### src/design/apr_pkg.sv
/*
  constants for the front-end power, reset and converter control registers.
  assumes a 32-bit ahb-lite slave port with each register on one aligned word.
*/
`default_nettype none

package apr_pkg;

  // ****************************************
  // register indices, byte address = 4 * index
  // ****************************************
  localparam logic [6:0] IDX_RESET_CONTROL = 7'h00;
  localparam logic [6:0] IDX_SERIAL_RESET_ENABLE = 7'h02;
  localparam logic [6:0] IDX_POWER_MODE_CONTROL = 7'h08;
  localparam logic [6:0] IDX_CONVERSION_RESTART = 7'h0B;
  localparam logic [6:0] IDX_CONVERTER_AUX_CONTROL = 7'h12;
  localparam logic [6:0] IDX_RESULT_AVAILABLE_FLAG = 7'h18;
  localparam logic [6:0] IDX_RESULT_HIGH_BYTE = 7'h1A;
  localparam logic [6:0] IDX_RESULT_LOW_BYTE = 7'h1B;
  localparam logic [6:0] IDX_RESULT_RESERVED = 7'h1C;
  localparam logic [6:0] IDX_CHANNEL_STATUS = 7'h1E;
  localparam logic [6:0] IDX_IRQ_STATUS = 7'h60;
  localparam logic [6:0] IDX_IRQ_MASK = 7'h61;

  // ****************************************
  // address decode fields
  // ****************************************
  localparam int ADDR_IDX_LSB = 2;
  localparam int ADDR_IDX_MSB = 8;
  localparam int ADDR_TOP_LSB = 9;

  // ****************************************
  // field values and positions
  // ****************************************
  localparam logic [7:0] FULL_RESET_KEY = 8'hC3;
  localparam int SERIAL_RESET_BIT = 0;
  localparam int RESTART_TRIGGER_BIT = 0;
  localparam int CLEAR_CAL_BIT = 6;
  localparam int EXT_DETECT_BYPASS_BIT = 5;
  localparam int CLOCK_SELECT_BIT = 4;
  localparam int EXC_CODE_MSB = 3;
  localparam logic [6:0] AUX_RESET = 7'h00;
  localparam logic [7:0] RESULT_NOT_AVAILABLE = 8'hFF;
  localparam logic [7:0] RESULT_AVAILABLE = 8'h00;

  typedef enum logic [1:0] {
    PWR_ACTIVE = 2'h0,
    PWR_DOWN = 2'h1,
    PWR_UNDEFINED = 2'h2,
    PWR_STANDBY = 2'h3
  } apr_power_t;

  // ****************************************
  // interrupt bits
  // ****************************************
  localparam int IRQ_BITS = 2;
  localparam int IRQ_RESULT_READY = 0;
  localparam int IRQ_STALE_READ = 1;

  // ****************************************
  // ahb-lite encodings
  // ****************************************
  localparam logic [1:0] HTRANS_NONSEQ = 2'h2;
  localparam logic HRESP_OKAY = 1'b0;

  typedef enum logic [1:0] {
    BUS_IDLE = 2'b01,
    BUS_DATA = 2'b10
  } apr_bus_t;

endpackage

`default_nettype wire

### src/design/apr_ctrl_regs.sv
/*
  power, keyed reset and converter control/status register bank, ahb-lite slave.
  assumes the converter core sits on the same clock, presents a result with a
  one-cycle strobe, and obeys the restart and calibration-clear pulses.
*/
// Design decision made here: the AHB-Lite register port.
`default_nettype none

module apr_ctrl_regs (
  input wire logic clk,
  input wire logic rst,
  input wire logic hsel,
  input wire logic [31:0] haddr,
  input wire logic [1:0] htrans,
  input wire logic hwrite,
  input wire logic [2:0] hsize,
  input wire logic [31:0] hwdata,
  input wire logic hready,
  output logic [31:0] hrdata,
  output logic hreadyout,
  output logic hresp,
  input wire logic [15:0] resultData,
  input wire logic resultValid,
  input wire logic extClockPresent,
  output logic restartPulse,
  output logic softResetPulse,
  output logic calClearPulse,
  output logic serialResetEnable,
  output logic [1:0] powerMode,
  output logic extClockSelected,
  output logic [3:0] excitationCode,
  output logic irq
);

  // ****************************************
  // bus slave
  // ****************************************
  apr_pkg::apr_bus_t busState;
  logic [6:0] regIdx;
  logic regMapped;
  logic regWrite;
  logic accessTaken;
  logic wrEn;
  logic rdEn;
  logic [7:0] wrByte;

  // one wait state so read data leaves a flip-flop
  assign accessTaken = hsel && hready && (htrans == apr_pkg::HTRANS_NONSEQ);
  assign wrEn = (busState == apr_pkg::BUS_DATA) && regWrite && regMapped;
  assign rdEn = (busState == apr_pkg::BUS_DATA) && !regWrite && regMapped;
  assign wrByte = hwdata[7:0];

  always_ff @(posedge clk or posedge rst) begin
    if (rst) begin
      busState <= apr_pkg::BUS_IDLE;
      regIdx <= 7'h00;
      regMapped <= 1'b0;
      regWrite <= 1'b0;
      hreadyout <= 1'b1;
    end else begin
      case (busState)
        apr_pkg::BUS_IDLE: begin
          if (accessTaken) begin
            busState <= apr_pkg::BUS_DATA;
            regIdx <= haddr[apr_pkg::ADDR_IDX_MSB:apr_pkg::ADDR_IDX_LSB];
            regMapped <= (haddr[31:apr_pkg::ADDR_TOP_LSB] == '0);
            regWrite <= hwrite;
            hreadyout <= 1'b0;
          end
        end
        apr_pkg::BUS_DATA: begin
          busState <= apr_pkg::BUS_IDLE;
          hreadyout <= 1'b1;
        end
        default: begin
          busState <= apr_pkg::BUS_IDLE;
          hreadyout <= 1'b1;
        end
      endcase
    end
  end

  // only whole-word transfers are expected; hsize is not checked
  always_ff @(posedge clk or posedge rst) begin
    if (rst) begin
      hresp <= apr_pkg::HRESP_OKAY;
    end else begin
      hresp <= apr_pkg::HRESP_OKAY;
    end
  end

  function automatic logic writeTo(input logic [6:0] idx);
    writeTo = wrEn && (regIdx == idx);
  endfunction

  function automatic logic readOf(input logic [6:0] idx);
    readOf = rdEn && (regIdx == idx);
  endfunction

  // ****************************************
  // keyed reset
  // ****************************************
  logic keyedReset;

  // any other value is simply dropped
  // a process, not an assign: it must wake on the state the helpers read
  always_comb begin
    keyedReset = writeTo(apr_pkg::IDX_RESET_CONTROL) &&
                 (wrByte == apr_pkg::FULL_RESET_KEY);
  end

  always_ff @(posedge clk or posedge rst) begin
    if (rst) begin
      softResetPulse <= 1'b0;
    end else begin
      softResetPulse <= keyedReset;
    end
  end

  // ****************************************
  // serial reset enable, write once
  // ****************************************
  logic serialResetLocked;

  always_ff @(posedge clk or posedge rst) begin
    if (rst) begin
      serialResetEnable <= 1'b0;
      serialResetLocked <= 1'b0;
    end else if (keyedReset) begin
      serialResetEnable <= 1'b0;
      serialResetLocked <= 1'b0;
    end else if (writeTo(apr_pkg::IDX_SERIAL_RESET_ENABLE) && !serialResetLocked) begin
      serialResetEnable <= wrByte[apr_pkg::SERIAL_RESET_BIT];
      serialResetLocked <= 1'b1;
    end
  end

  // ****************************************
  // power mode
  // ****************************************
  always_ff @(posedge clk or posedge rst) begin
    if (rst) begin
      powerMode <= apr_pkg::PWR_ACTIVE;
    end else if (keyedReset) begin
      powerMode <= apr_pkg::PWR_ACTIVE;
    end else if (writeTo(apr_pkg::IDX_POWER_MODE_CONTROL) &&
                 (wrByte[1:0] != apr_pkg::PWR_UNDEFINED)) begin
      powerMode <= wrByte[1:0];
    end
  end

  // ****************************************
  // auxiliary control
  // ****************************************
  logic [6:0] auxControl;

  always_ff @(posedge clk or posedge rst) begin
    if (rst) begin
      auxControl <= apr_pkg::AUX_RESET;
    end else if (keyedReset) begin
      auxControl <= apr_pkg::AUX_RESET;
    end else if (writeTo(apr_pkg::IDX_CONVERTER_AUX_CONTROL)) begin
      auxControl <= wrByte[6:0];
    end
  end

  always_ff @(posedge clk or posedge rst) begin
    if (rst) begin
      excitationCode <= 4'h0;
    end else begin
      excitationCode <= auxControl[apr_pkg::EXC_CODE_MSB:0];
    end
  end

  // the setting in force at the key write decides, not the cleared one
  always_ff @(posedge clk or posedge rst) begin
    if (rst) begin
      calClearPulse <= 1'b0;
    end else begin
      calClearPulse <= keyedReset && auxControl[apr_pkg::CLEAR_CAL_BIT];
    end
  end

  // ****************************************
  // clock detection and selection
  // ****************************************
  logic extSync1;
  logic extSync2;
  logic extSync3;
  logic extDetected;

  always_ff @(posedge clk or posedge rst) begin
    if (rst) begin
      extSync1 <= 1'b0;
      extSync2 <= 1'b0;
      extSync3 <= 1'b0;
    end else begin
      extSync1 <= extClockPresent;
      extSync2 <= extSync1;
      extSync3 <= extSync2;
    end
  end

  always_ff @(posedge clk or posedge rst) begin
    if (rst) begin
      extDetected <= 1'b0;
    end else if (extSync2 == extSync3) begin
      extDetected <= extSync3;
    end
  end

  always_ff @(posedge clk or posedge rst) begin
    if (rst) begin
      extClockSelected <= 1'b0;
    end else if (auxControl[apr_pkg::EXT_DETECT_BYPASS_BIT]) begin
      extClockSelected <= auxControl[apr_pkg::CLOCK_SELECT_BIT];
    end else begin
      extClockSelected <= extDetected;
    end
  end

  // ****************************************
  // restart
  // ****************************************
  logic restartReq;

  always_comb begin
    restartReq = keyedReset ||
                 (writeTo(apr_pkg::IDX_CONVERSION_RESTART) &&
                  wrByte[apr_pkg::RESTART_TRIGGER_BIT]);
  end

  always_ff @(posedge clk or posedge rst) begin
    if (rst) begin
      restartPulse <= 1'b0;
    end else begin
      restartPulse <= restartReq;
    end
  end

  // ****************************************
  // conversion result and freshness
  // ****************************************
  logic [15:0] resultHold;
  logic resultFresh;
  logic staleRead;
  logic resultByteRead;

  always_comb begin
    resultByteRead = readOf(apr_pkg::IDX_RESULT_HIGH_BYTE) ||
                     readOf(apr_pkg::IDX_RESULT_LOW_BYTE);
  end

  always_ff @(posedge clk or posedge rst) begin
    if (rst) begin
      resultHold <= 16'h0000;
    end else if (resultValid) begin
      resultHold <= resultData;
    end
  end

  // a new result wins over the clear by a read or a restart
  always_ff @(posedge clk or posedge rst) begin
    if (rst) begin
      resultFresh <= 1'b0;
    end else if (resultValid) begin
      resultFresh <= 1'b1;
    end else if (restartReq || readOf(apr_pkg::IDX_RESULT_LOW_BYTE)) begin
      resultFresh <= 1'b0;
    end
  end

  always_ff @(posedge clk or posedge rst) begin
    if (rst) begin
      staleRead <= 1'b0;
    end else if (keyedReset) begin
      staleRead <= 1'b0;
    end else if (resultByteRead) begin
      staleRead <= !resultFresh;
    end
  end

  // ****************************************
  // interrupts
  // ****************************************
  logic [apr_pkg::IRQ_BITS-1:0] irqStatus;
  logic [apr_pkg::IRQ_BITS-1:0] irqMask;
  logic [apr_pkg::IRQ_BITS-1:0] irqEvent;
  logic [apr_pkg::IRQ_BITS-1:0] irqClear;

  always_comb begin
    irqEvent = '0;
    irqEvent[apr_pkg::IRQ_RESULT_READY] = resultValid;
    irqEvent[apr_pkg::IRQ_STALE_READ] = resultByteRead && !resultFresh;
    irqClear = '0;
    if (writeTo(apr_pkg::IDX_IRQ_STATUS)) begin
      irqClear = wrByte[apr_pkg::IRQ_BITS-1:0];
    end
  end

  // set beats write-one-to-clear
  always_ff @(posedge clk or posedge rst) begin
    if (rst) begin
      irqStatus <= '0;
    end else if (keyedReset) begin
      irqStatus <= irqEvent;
    end else begin
      irqStatus <= (irqStatus & ~irqClear) | irqEvent;
    end
  end

  always_ff @(posedge clk or posedge rst) begin
    if (rst) begin
      irqMask <= '0;
    end else if (keyedReset) begin
      irqMask <= '0;
    end else if (writeTo(apr_pkg::IDX_IRQ_MASK)) begin
      irqMask <= wrByte[apr_pkg::IRQ_BITS-1:0];
    end
  end

  // one cycle behind the status bits, traded for a registered output
  always_ff @(posedge clk or posedge rst) begin
    if (rst) begin
      irq <= 1'b0;
    end else begin
      irq <= |(irqStatus & irqMask);
    end
  end

  // ****************************************
  // read data
  // ****************************************
  logic [7:0] readByte;

  always_comb begin
    readByte = 8'h00;
    case (regIdx)
      apr_pkg::IDX_SERIAL_RESET_ENABLE: readByte = {7'h00, serialResetEnable};
      apr_pkg::IDX_POWER_MODE_CONTROL: readByte = {6'h00, powerMode};
      apr_pkg::IDX_CONVERTER_AUX_CONTROL: readByte = {1'b0, auxControl};
      apr_pkg::IDX_RESULT_AVAILABLE_FLAG: begin
        readByte = resultFresh ? apr_pkg::RESULT_AVAILABLE
                               : apr_pkg::RESULT_NOT_AVAILABLE;
      end
      apr_pkg::IDX_RESULT_HIGH_BYTE: readByte = resultHold[15:8];
      apr_pkg::IDX_RESULT_LOW_BYTE: readByte = resultHold[7:0];
      apr_pkg::IDX_RESULT_RESERVED: readByte = 8'h00;
      apr_pkg::IDX_CHANNEL_STATUS: readByte = {7'h00, staleRead};
      apr_pkg::IDX_IRQ_STATUS: readByte = {6'h00, irqStatus};
      apr_pkg::IDX_IRQ_MASK: readByte = {6'h00, irqMask};
      default: readByte = 8'h00;
    endcase
  end

  always_ff @(posedge clk or posedge rst) begin
    if (rst) begin
      hrdata <= 32'h0000_0000;
    end else if (rdEn) begin
      hrdata <= {24'h00_0000, readByte};
    end else if (busState == apr_pkg::BUS_DATA) begin
      hrdata <= 32'h0000_0000;
    end
  end

endmodule

`default_nettype wire

### config.mk
export PLATFORM = sky130hd
export DESIGN_NAME = apr_ctrl_regs
export DESIGN_NICKNAME = d
export VERILOG_FILES = /design/src/design/apr_pkg.sv /design/src/design/apr_ctrl_regs.sv
export SDC_FILE = /design/constraint.sdc
export NUM_CORES = 1
export LEC_CHECK = 0
export CORE_MARGIN = 2
export CORE_UTILIZATION = 39
export DETAILED_ROUTE_END_ITERATION = 10
export DONT_BUFFER_PORTS = 1
export HOLD_SLACK_MARGIN = 0.1
export SLEW_MARGIN = 30
export SYNTH_ARGS = -nofsm -noshare
export SYNTH_HDL_FRONTEND = slang
export SYNTH_SLANG_ARGS = --single-unit
### constraint.sdc
create_clock -name clk -period 3.9 [get_ports clk]
set_input_delay 0.78 -clock clk [delete_from_list [all_inputs] [get_ports clk]]
set_output_delay 0.78 -clock clk [all_outputs]
set_load 0.1 [all_outputs]
==> results.json, run 1 <==
{
  "die_w_um": 94.1,
  "switchingPower_w": 0.000586,
  "cp_slowest_cell": "and4_1",
  "yosys_warnings": 0,
  "synth.distinct_cells": 52,
  "crit_type": "register to register",
  "ctsHoldBuffers": 0,
  "synthTopCellsByCount": "64 x dfrtp_1, 31 x mux2_2, 25 x buf_4, 16 x nor2_1, 14 x o21ai_0",
  "detail_route.wl_per_cell_um": 17.6,
  "synth_edf_count": 0,
  "drv_cap": 0,
  "placed_area_um2": 3140,
  "firstDrtPassIters": 4,
  "p_comb_frac": 0.165,
  "ant_nets": 0,
  "setup_viol": 0,
  "start_util": 0.406,
  "place_hpwl_um": 4930,
  "max_stage_delay_ns": 0.78,
  "timing.critical_path.buf_inv": 0,
  "fin_crit_ns": 2.51,
  "avgSynthCellArea_um2": 11.4,
  "place.gp.congestion": 0.868,
  "p_per_area_nw_per_um2": 512,
  "synthArstFlopShare": 1.00,
  "crit_required_ns": 4.09,
  "ys.flop_type": "dfrtp_1",
  "slew_violations": 0,
  "antenna_found_initial": 0,
  "fin_setup_tns_ns": 0,
  "cp_max_fo": 21,
  "drc_errors": 0,
  "status": "completed",
  "clkLatencyLatePin_ns": 0.35,
  "fin_nets": 367,
  "synthToLayoutAreaGrowth_pct": 5.57,
  "p_sw_frac": 0.343,
  "antennaDiodeCount": 0,
  "rsz0062_at_grt": "false",
  "slew_headroom": 0.354,
  "root_buffer": "clkbuf_8",
  "ctsResizeCount": 0,
  "crit_path_cell_trace": "nor4_1 > and4_1 > o21ai_0",
  "synth_area_um2": 3170,
  "worst_pin_slew_ns": 0.969,
  "p_leak_nw": 1.45,
  "rows": 32,
  "fmax_ghz": 0.399,
  "cts-htree-levels": 3,
  "grt_max_degree": 41,
  "ioPinCount": 138,
  "yosysTopAreaCellShare": 0.506,
  "cp-end-kind": "register",
  "cp-start-kind": "register",
  "cts_setup_buffers": 0,
  "p_int_w": 0.00112,
  "finalHoldViolCount": 0,
  "drtIter0Drc": 181,
  "drt_wl_total_um": 6720,
  "hold_class": "register to register",
  "seq_power_share": 0.492,
  "cts_tree": "yes",
  "yosysMostFrequentCell": "dfrtp_1",
  "grt-ovfl-total": 0,
  "cts_made_buffers": 9,
  "seq_area_frac_synth": 0.514,
  "grt_pass1_wl_um": 10700,
  "critPathArrivalTime_ns": 2.70,
  "coreArea_um2": 7810,
  "grt_usage": 0.160,
  "vdd_drop_max_mv": 0.230,
  "fin_skew_ns": 0.0109,
  "power_frac_clock": 0.343,
  "synth_seq_cells": 65,
  "vias": 2081,
  "die_h_um": 94.1,
  "cts_num_sinks": 65,
  "cts.path.max_buffers": 2,
  "dieArea_um2": 8860,
  "final_area_um2": 3340,
  "period_share": 0.643,
  "clk_pin_slew_ns": 0.08,
  "drive_gt1_frac": 0.204,
  "io_buffer_count": 0,
  "viasPerCell": 5.45,
  "synth.area.top_cells": "dfrtp_1 51%, mux2_2 11%, buf_4 5.9%",
  "critPathTopFamily": "simple AND/OR/NAND/NOR gates",
  "grt_pass1_vias": 2057,
  "synth_top_cell_by_area": "dfrtp_1",
  "synthesis.instances": 278
}
==> power by group through the flow <==
stage	clock (W)	combinational (W)	sequential (W)
final	0.000586	0.000283	0.000842
after global routing	0.000630	0.000304	0.000855
after CTS	0.000598	0.000284	0.000840
after detailed placement	0	0.000283	0.000854
after global placement	0	0.000280	0.000853
after floorplan	0	0.000321	0.000796
==> per-stage QoR <==
step / std cells / utilization / setup slack [ns] / power (W) / hold WS, ns
global route: 382 / 0.428 / 1.16 / 0.00179 / 0.363
CTS: 382 / 0.428 / 1.41 / 0.00172 / 0.354
floorplan: 302 / - / 1.50 / 0.00112 / 0.331
finish: 382 / 0.428 / 1.39 / 0.00171 / 0.355
detailed placement: 366 / 0.402 / 1.43 / 0.00114 / 0.336
global placement: 366 / 0.402 / 1.46 / 0.00113 / 0.333
==> worst register-to-register path: cells and delay by family, from the launching register on <==
kind	cells	cell delay [ns]
flip-flops	1	0.66
AND/OR/NAND/NOR	2	1.45
AO/OA/AOI/OAI	1	0.24
==> logic make-up (layout without fill, tap and decap cells) <==
family / after synthesis / after routing / share of synthesized area
simple gates: 78 / 78 / 0.148
flops: 65 / 65 / 0.514
buf+inv: 48 / 26 / 0.0913
mux: 43 / 43 / 0.148
compound gates: 42 / 42 / 0.0940
fa+ha+maj: 1 / 1 / 0.00316
other cells: 1 / 25 / 0.00118
==> sequential cells by signal, indices dropped and copies added (netlist names), 2 cells and up <==
| signal | count |
|---|---|
| auxControl | 7 |
| busState | 2 |
| excitationCode | 4 |
| hrdata | 8 |
| irqMask | 2 |
| irqStatus | 2 |
| powerMode | 2 |
| regIdx | 7 |
| resultHold | 16 |
==> placed cells by master, fill, tap and decap left out, drive strengths merged, types with 2 or more instances in the layout <==
cell type  count
nand4          3
nor3b          4
a32oi          4
nor4b          2
a21oi          3
nand2         11
mux2i         12
dfrtp         64
inv           12
and2           3
or3b           2
o21ai         14
clkbuf         9
conb          25
and4b          3
and3b          2
nand3b         2
nand2b         2
nor3           9
nand3          4
nand4b         3
a22o           2
nor2          16
nor4           6
clkinv         2
and4           2
mux2          31
a221oi         6
o31ai          2
==> layout make-up <==
| class | count | area (um2) |
|---|---|---|
| fillers | 759 | 4460 |
| clock buffers | 9 | 124 |
| multi-input cells | 189 | 1350 |
| flip-flops and latches | 65 | 1630 |
| inverters | 9 | 33.8 |
| repair buffers | 1 | 7.51 |
| well taps | 102 | 128 |
| clock inverters | 7 | 77.6 |
==> metal layers <==
layer  GRT usage  share of wire  vias up
met5           0              0        -
met4      0.0507          0.014        0
met3      0.0578          0.087        9
met2       0.253           0.47      106
met1       0.205           0.43     1010
li1            -              -      956
==> worst paths after layout <==
path                            from                end  slack, ns  depth (start not counted)
setup / recovery           regIdx[0]       irqStatus[0]       1.39                          3
hold / removal              extSync1           extSync2       0.36                          0
setup reg to reg           regIdx[0]       irqStatus[0]       1.39                          3
hold reg to reg             extSync1           extSync2       0.36                          0
max in group asynchronous        rst        busState[0]       2.54                          2
min in group asynchronous        rst  excitationCode[3]       0.46                          1
No activity file was read; power rests on OpenSTA's default activity.
==> run 2: changes to the inputs <==
==> constraint.sdc (replaced) <==
create_clock -name clk -period 2.4 [get_ports clk]
set_input_delay 0.48 -clock clk [delete_from_list [all_inputs] [get_ports clk]]
set_output_delay 0.48 -clock clk [all_outputs]
set_load 0.1 [all_outputs]
==> run 2 against run 1 <==
Effect of this change:
- maximum frequency increased by 29%
- highest routed layer unchanged
- combinational power up 110%
- clock skew shrank 0.00098 ns
- critical path type unchanged
- non-clock buffer count rose by 33
- global-route usage grew 0.88 points
- count of clock-buffer cells in the layout rose by 1
- final cell count increased by 8.6%
- cell area up 8.6%
- core utilization increased by 3.7 points
- sequential share of layout area shrank 3.9 points
- first-iteration DRC count fell by 30%
- largest cell class unchanged
- register-to-register slack got worse by 0.93 ns
==> results.json, run 2 (synthesized netlist as in run 1, its figures left out) <==
{
  "status": "completed",
  "cts_made_buffers": 9,
  "place_hpwl_um": 5150,
  "clkLatencyLatePin_ns": 0.35,
  "timing.critical_path.buf_inv": 0,
  "cts_tree": "yes",
  "p_sw_frac": 0.319,
  "cts.path.max_buffers": 2,
  "grt_pass1_vias": 2270,
  "layout_commonest_cell": "dfrtp_1",
  "place.gp.congestion": 0.864,
  "antenna_found_initial": 0,
  "critPathTopFamily": "simple AND/OR/NAND/NOR gates",
  "p_comb_frac": 0.206,
  "cp-end-kind": "register",
  "cp-start-kind": "register",
  "drive_gt1_frac": 0.284,
  "drt_wl_total_um": 6820,
  "fin_setup_tns_ns": 0,
  "period_share": 0.808,
  "clk_pin_slew_ns": 0.07,
  "slew_headroom": 0.590,
  "final_cell_mix": "64 x dfrtp_1, 32 x buf_4, 31 x mux2_2, 25 x conb_1, 16 x nor2_1",
  "worst_pin_slew_ns": 0.607,
  "grt_usage": 0.169,
  "fin_nets": 400,
  "start_util": 0.406,
  "switchingPower_w": 0.000933,
  "vias": 2177,
  "antennaDiodeCount": 0,
  "viasPerCell": 5.25,
  "vdd_drop_max_mv": 0.420,
  "grt_max_degree": 42,
  "grt-ovfl-total": 0,
  "fin_crit_ns": 1.94,
  "grt_pass1_wl_um": 11200,
  "utilization": 0.465,
  "cp_max_fo": 14,
  "crit_type": "register to register",
  "synthToLayoutAreaGrowth_pct": 14.7,
  "crit_path_cell_trace": "or3b_4 > o31a_1 > or4_1 > a22oi_1",
  "firstDrtPassIters": 4,
  "power_frac_clock": 0.358,
  "ioPinCount": 138,
  "p_int_w": 0.00199,
  "detail_route.wl_per_cell_um": 16.4,
  "largest_register_ffs": 16,
  "fmax_ghz": 0.515,
  "finalHoldViolCount": 0,
  "p_per_area_nw_per_um2": 806,
  "p_leak_nw": 1.64,
  "drtIter0Drc": 126,
  "regMostFlops": "resultHold",
  "root_buffer": "clkbuf_8",
  "cts-htree-levels": 3,
  "die_w_um": 94.1,
  "seq_power_share": 0.436,
  "top_regs": "resultHold (16), hrdata (8)",
  "slew_violations": 0,
  "drv_cap": 0,
  "io_buffer_count": 0,
  "ant_nets": 0,
  "cts_setup_buffers": 0,
  "max_stage_delay_ns": 0.55,
  "fin_skew_ns": 0.00987,
  "cts_num_sinks": 65,
  "dieArea_um2": 8860,
  "critPathArrivalTime_ns": 2.20,
  "crit_required_ns": 2.66,
  "rows": 32,
  "cp_slowest_cell": "dfrtp_1",
  "setup_viol": 0,
  "coreArea_um2": 7810,
  "rsz0062_at_grt": "false",
  "hold_class": "primary input to register",
  "die_h_um": 94.1,
  "drc_errors": 0
}
run 2: through the flow:
| step | instance area, um2 | setup slack (ns) | hold slack (ns) | std cells | total power, W |
|---|---|---|---|---|---|
| 5_1_grt | 3630 | 0.284 | 0.131 | 415 | 0.00307 |
| 3_5_place_dp | 3390 | 0.489 | 0.342 | 398 | 0.00190 |
| 3_3_place_gp | 3390 | 0.494 | 0.333 | 398 | 0.00189 |
| 4_1_cts | 3630 | 0.470 | 0.133 | 415 | 0.00296 |
| 2_1_floorplan | 3260 | 0.295 | 0.331 | 302 | 0.00182 |
| 6_report | 3630 | 0.460 | 0.157 | 415 | 0.00293 |
run 2: path summary, 6_finish.rpt:
| check | startpoint | to | slack [ns] | cells after the start |
|---|---|---|---|---|
| max in group asynchronous | rst | powerMode[1] | 1.18 | 3 |
| min | extClockPresent | extSync1 | 0.16 | 0 |
| min in group asynchronous | rst | resultHold[11] | 0.62 | 2 |
| min reg2reg | extSync1 | extSync2 | 0.35 | 0 |
| max reg2reg | regIdx[2] | hrdata[1] | 0.46 | 4 |
| max | regIdx[2] | hrdata[1] | 0.46 | 4 |
run 2: area by class of cell:
type | count | area (um2)
Fill cell | 730 | 4180
Sequential cell | 65 | 1630
Multi-Input combinational cell | 189 | 1350
Timing Repair Buffer | 34 | 270
Clock buffer | 10 | 138
Tap cell | 102 | 128
Clock inverter | 6 | 90.1
Inverter | 9 | 33.8
run 2: worst reg2reg max path: cells and delay by family, from the launching register on:
| kind | cells | cell delay [ns] |
|---|---|---|
| compound gates | 2 | 0.40 |
| simple gates | 2 | 0.90 |
| flops | 1 | 0.55 |
run 2: what timing repair did:
item	in CTS	in global routing
gates resized for setup	0	0
endpoints found under the hold margin	23	0
hold buffers	1	0
run 2: layer usage:
| metal | global-route usage | vias to the layer above | share of wire |
|---|---|---|---|
| li1 | - | 1027 | - |
| met1 | 0.204 | 1043 | 0.42 |
| met2 | 0.271 | 96 | 0.47 |
| met4 | 0.0688 | 0 | 0.016 |
| met3 | 0.0658 | 11 | 0.087 |
| met5 | 0 | - | 0 |
run 2: power groups by stage:
stage / sequential (W) / combinational, W / clock [W]
6_report: 0.00128 / 0.000603 / 0.00105
5_1_grt: 0.00130 / 0.000643 / 0.00113
3_5_place_dp: 0.00130 / 0.000601 / 0
4_1_cts: 0.00128 / 0.000604 / 0.00108
2_1_floorplan: 0.00129 / 0.000522 / 0
3_3_place_gp: 0.00129 / 0.000595 / 0
==> run 3: changes to the inputs <==
==> constraint.sdc (replaced) <==
create_clock -name clk -period 1.63 [get_ports clk]
set_input_delay 0.326 -clock clk [delete_from_list [all_inputs] [get_ports clk]]
set_output_delay 0.326 -clock clk [all_outputs]
set_load 0.1 [all_outputs]
==> run 3 against run 2 <==
Effect of this change:
- flip-flop and latch count is the same
- highest routed layer unchanged
- core utilization grew 7.5 points
- hold slack got worse by 0.033 ns
- via count grew 9.7%
- the run now ends with setup timing left
- sequential power increased by 43%
- worst setup slack got worse by 0.50 ns
==> results.json, run 3 (synthesized netlist as in run 1, its figures left out) <==
{
  "ant_nets": 0,
  "switchingPower_w": 0.00156,
  "critPathTopFamily": "simple AND/OR/NAND/NOR gates",
  "grt_usage": 0.175,
  "clkLatencyLatePin_ns": 0.35,
  "place.gp.congestion": 0.834,
  "worst_hold_slack_ns": 0.123,
  "p_comb_frac": 0.300,
  "critPathArrivalTime_ns": 1.94,
  "violations": "setup timing",
  "fmax_ghz": 0.598,
  "power_frac_clock": 0.301,
  "max_stage_delay_ns": 0.42,
  "io_buffer_count": 0,
  "top_usage_layer": "met2",
  "cts_made_buffers": 9,
  "grt_pass1_vias": 2399,
  "ioPinCount": 138,
  "rows": 32,
  "fin_nets": 437,
  "p_per_area_nw_per_um2": 1080,
  "setup_viol": 7,
  "final_cell_mix": "62 x dfrtp_1, 56 x buf_4, 28 x mux2_2, 25 x conb_1",
  "grt_max_degree": 41,
  "top_regs": "resultHold (16), hrdata (8)",
  "root_buffer": "clkbuf_8",
  "multi_input_area_um2": 1600,
  "fillCellCount": 688,
  "cts-htree-levels": 3,
  "cp_max_fo": 3,
  "use_met1": 0.218,
  "vias": 2388,
  "cts_tree": "yes",
  "grt-ovfl-total": 0,
  "drtIter0Drc": 59,
  "detail_route.wl_per_cell_um": 17.3,
  "slew_violations": 0,
  "start_util": 0.406,
  "crit_required_ns": 1.90,
  "clk_pin_slew_ns": 0.07,
  "largest_register_ffs": 16,
  "worst_slack_ns": -0.0409,
  "layout_commonest_cell": "dfrtp_1",
  "antenna_found_initial": 0,
  "antennaDiodeCount": 0,
  "drive_gt1_frac": 0.457,
  "cp-end-kind": "register",
  "dieArea_um2": 8860,
  "grt_pass1_wl_um": 11800,
  "regMostFlops": "resultHold",
  "cts_num_sinks": 65,
  "period_share": 1.03,
  "crit_type": "register to register",
  "viasPerCell": 5.28,
  "fin_crit_ns": 1.67,
  "drt_wl_total_um": 7840,
  "hold_class": "primary input to register",
  "die_h_um": 94.1,
  "finalHoldViolCount": 0,
  "synthToLayoutAreaGrowth_pct": 33.1,
  "coreArea_um2": 7810,
  "p_int_w": 0.00301,
  "die_w_um": 94.1,
  "status": "finished with violations",
  "timing.critical_path.buf_inv": 0,
  "vdd_drop_max_mv": 0.516,
  "cp_slowest_cell": "or4_4",
  "place_hpwl_um": 5610,
  "seq_power_share": 0.399,
  "fin_skew_ns": 0.00881,
  "p_sw_frac": 0.341,
  "p_leak_nw": 1.87,
  "use_met3": 0.0530,
  "seq_area_um2": 1630,
  "firstDrtPassIters": 4,
  "cts.path.max_buffers": 2,
  "rsz0062_at_grt": "true",
  "dpl_worst_slack_ns": -0.139,
  "drv_cap": 0,
  "met2_usage": 0.283,
  "crit_path_cell_trace": "or3b_4 > o31a_1 > or4_4 > a22oi_2",
  "cp-start-kind": "register",
  "drc_errors": 0
}
run 3: cell types whose count changed in the layout (fill, tap and decap cells not counted), sizes merged:
cell	before	now
buf	33	68
dlygate4sd3	1	3
inv	10	9
clkbuf	10	9
bufinv	2	1
clkinvlp	1	4
run 3: area by class of cell:
| cell class | instances | share of cell area |
|---|---|---|
| Tap cell | 102 | 0.0303 |
| Clock inverter | 7 | 0.0187 |
| Sequential cell | 65 | 0.388 |
| Inverter | 9 | 0.00891 |
| Clock buffer | 9 | 0.0294 |
| Timing Repair Buffer | 71 | 0.145 |
| Multi-Input combinational cell | 189 | 0.380 |
run 3: metrics by stage:
step / power (W) / area, um2 / TNS, ns / std cells / util
floorplan: 0.00270 / 3330 / -0.337 / 302 / -
global placement: 0.00297 / 3650 / -0.260 / 424 / 0.467
detailed placement: 0.00298 / 3650 / -0.412 / 424 / 0.467
CTS: 0.00444 / 3950 / -0.0750 / 446 / 0.506
global route: 0.00477 / 4210 / -0.933 / 452 / 0.540
finish: 0.00457 / 4210 / -0.127 / 452 / 0.540
run 3: routing by layer:
| layer | vias up | routed length [um] | share of wire |
|---|---|---|---|
| met1 | 1182 | 3250 | 0.41 |
| met5 | - | 0 | 0 |
| met4 | 0 | 113 | 0.014 |
| met3 | 11 | 541 | 0.069 |
| li1 | 1101 | - | - |
| met2 | 94 | 3930 | 0.50 |
run 3: power by group through the flow:
stage	Sequential (W)	Combinational, W	Clock, W
after floorplan	0.00191	0.000798	0
after global placement	0.00184	0.00113	0
after detailed placement	0.00185	0.00114	0
after CTS	0.00182	0.00120	0.00142
after global routing	0.00184	0.00145	0.00148
final	0.00183	0.00137	0.00138
run 3: final timing paths:
kind | slack, ns | start | end | cells after the start
min reg2reg | 0.35 | extSync1 | extSync2 | 0
min | 0.12 | hwrite | regWrite | 1
max in group asynchronous | 0.69 | rst | busState[0] | 3
max | -0.04 | regIdx[2] | hrdata[1] | 4
max reg2reg | -0.04 | regIdx[2] | hrdata[1] | 4
min in group asynchronous | 0.39 | rst | resultHold[11] | 2
run 3: timing repair:
item / 4_1_cts / 5_1_grt
setup endpoints to repair: 13 / 24
gates resized for setup: 12 / 52
setup buffers: 3 / 6
hold buffers: 3 / 0
endpoints found under the hold margin: 66 / 0
pin swaps: 4 / 18
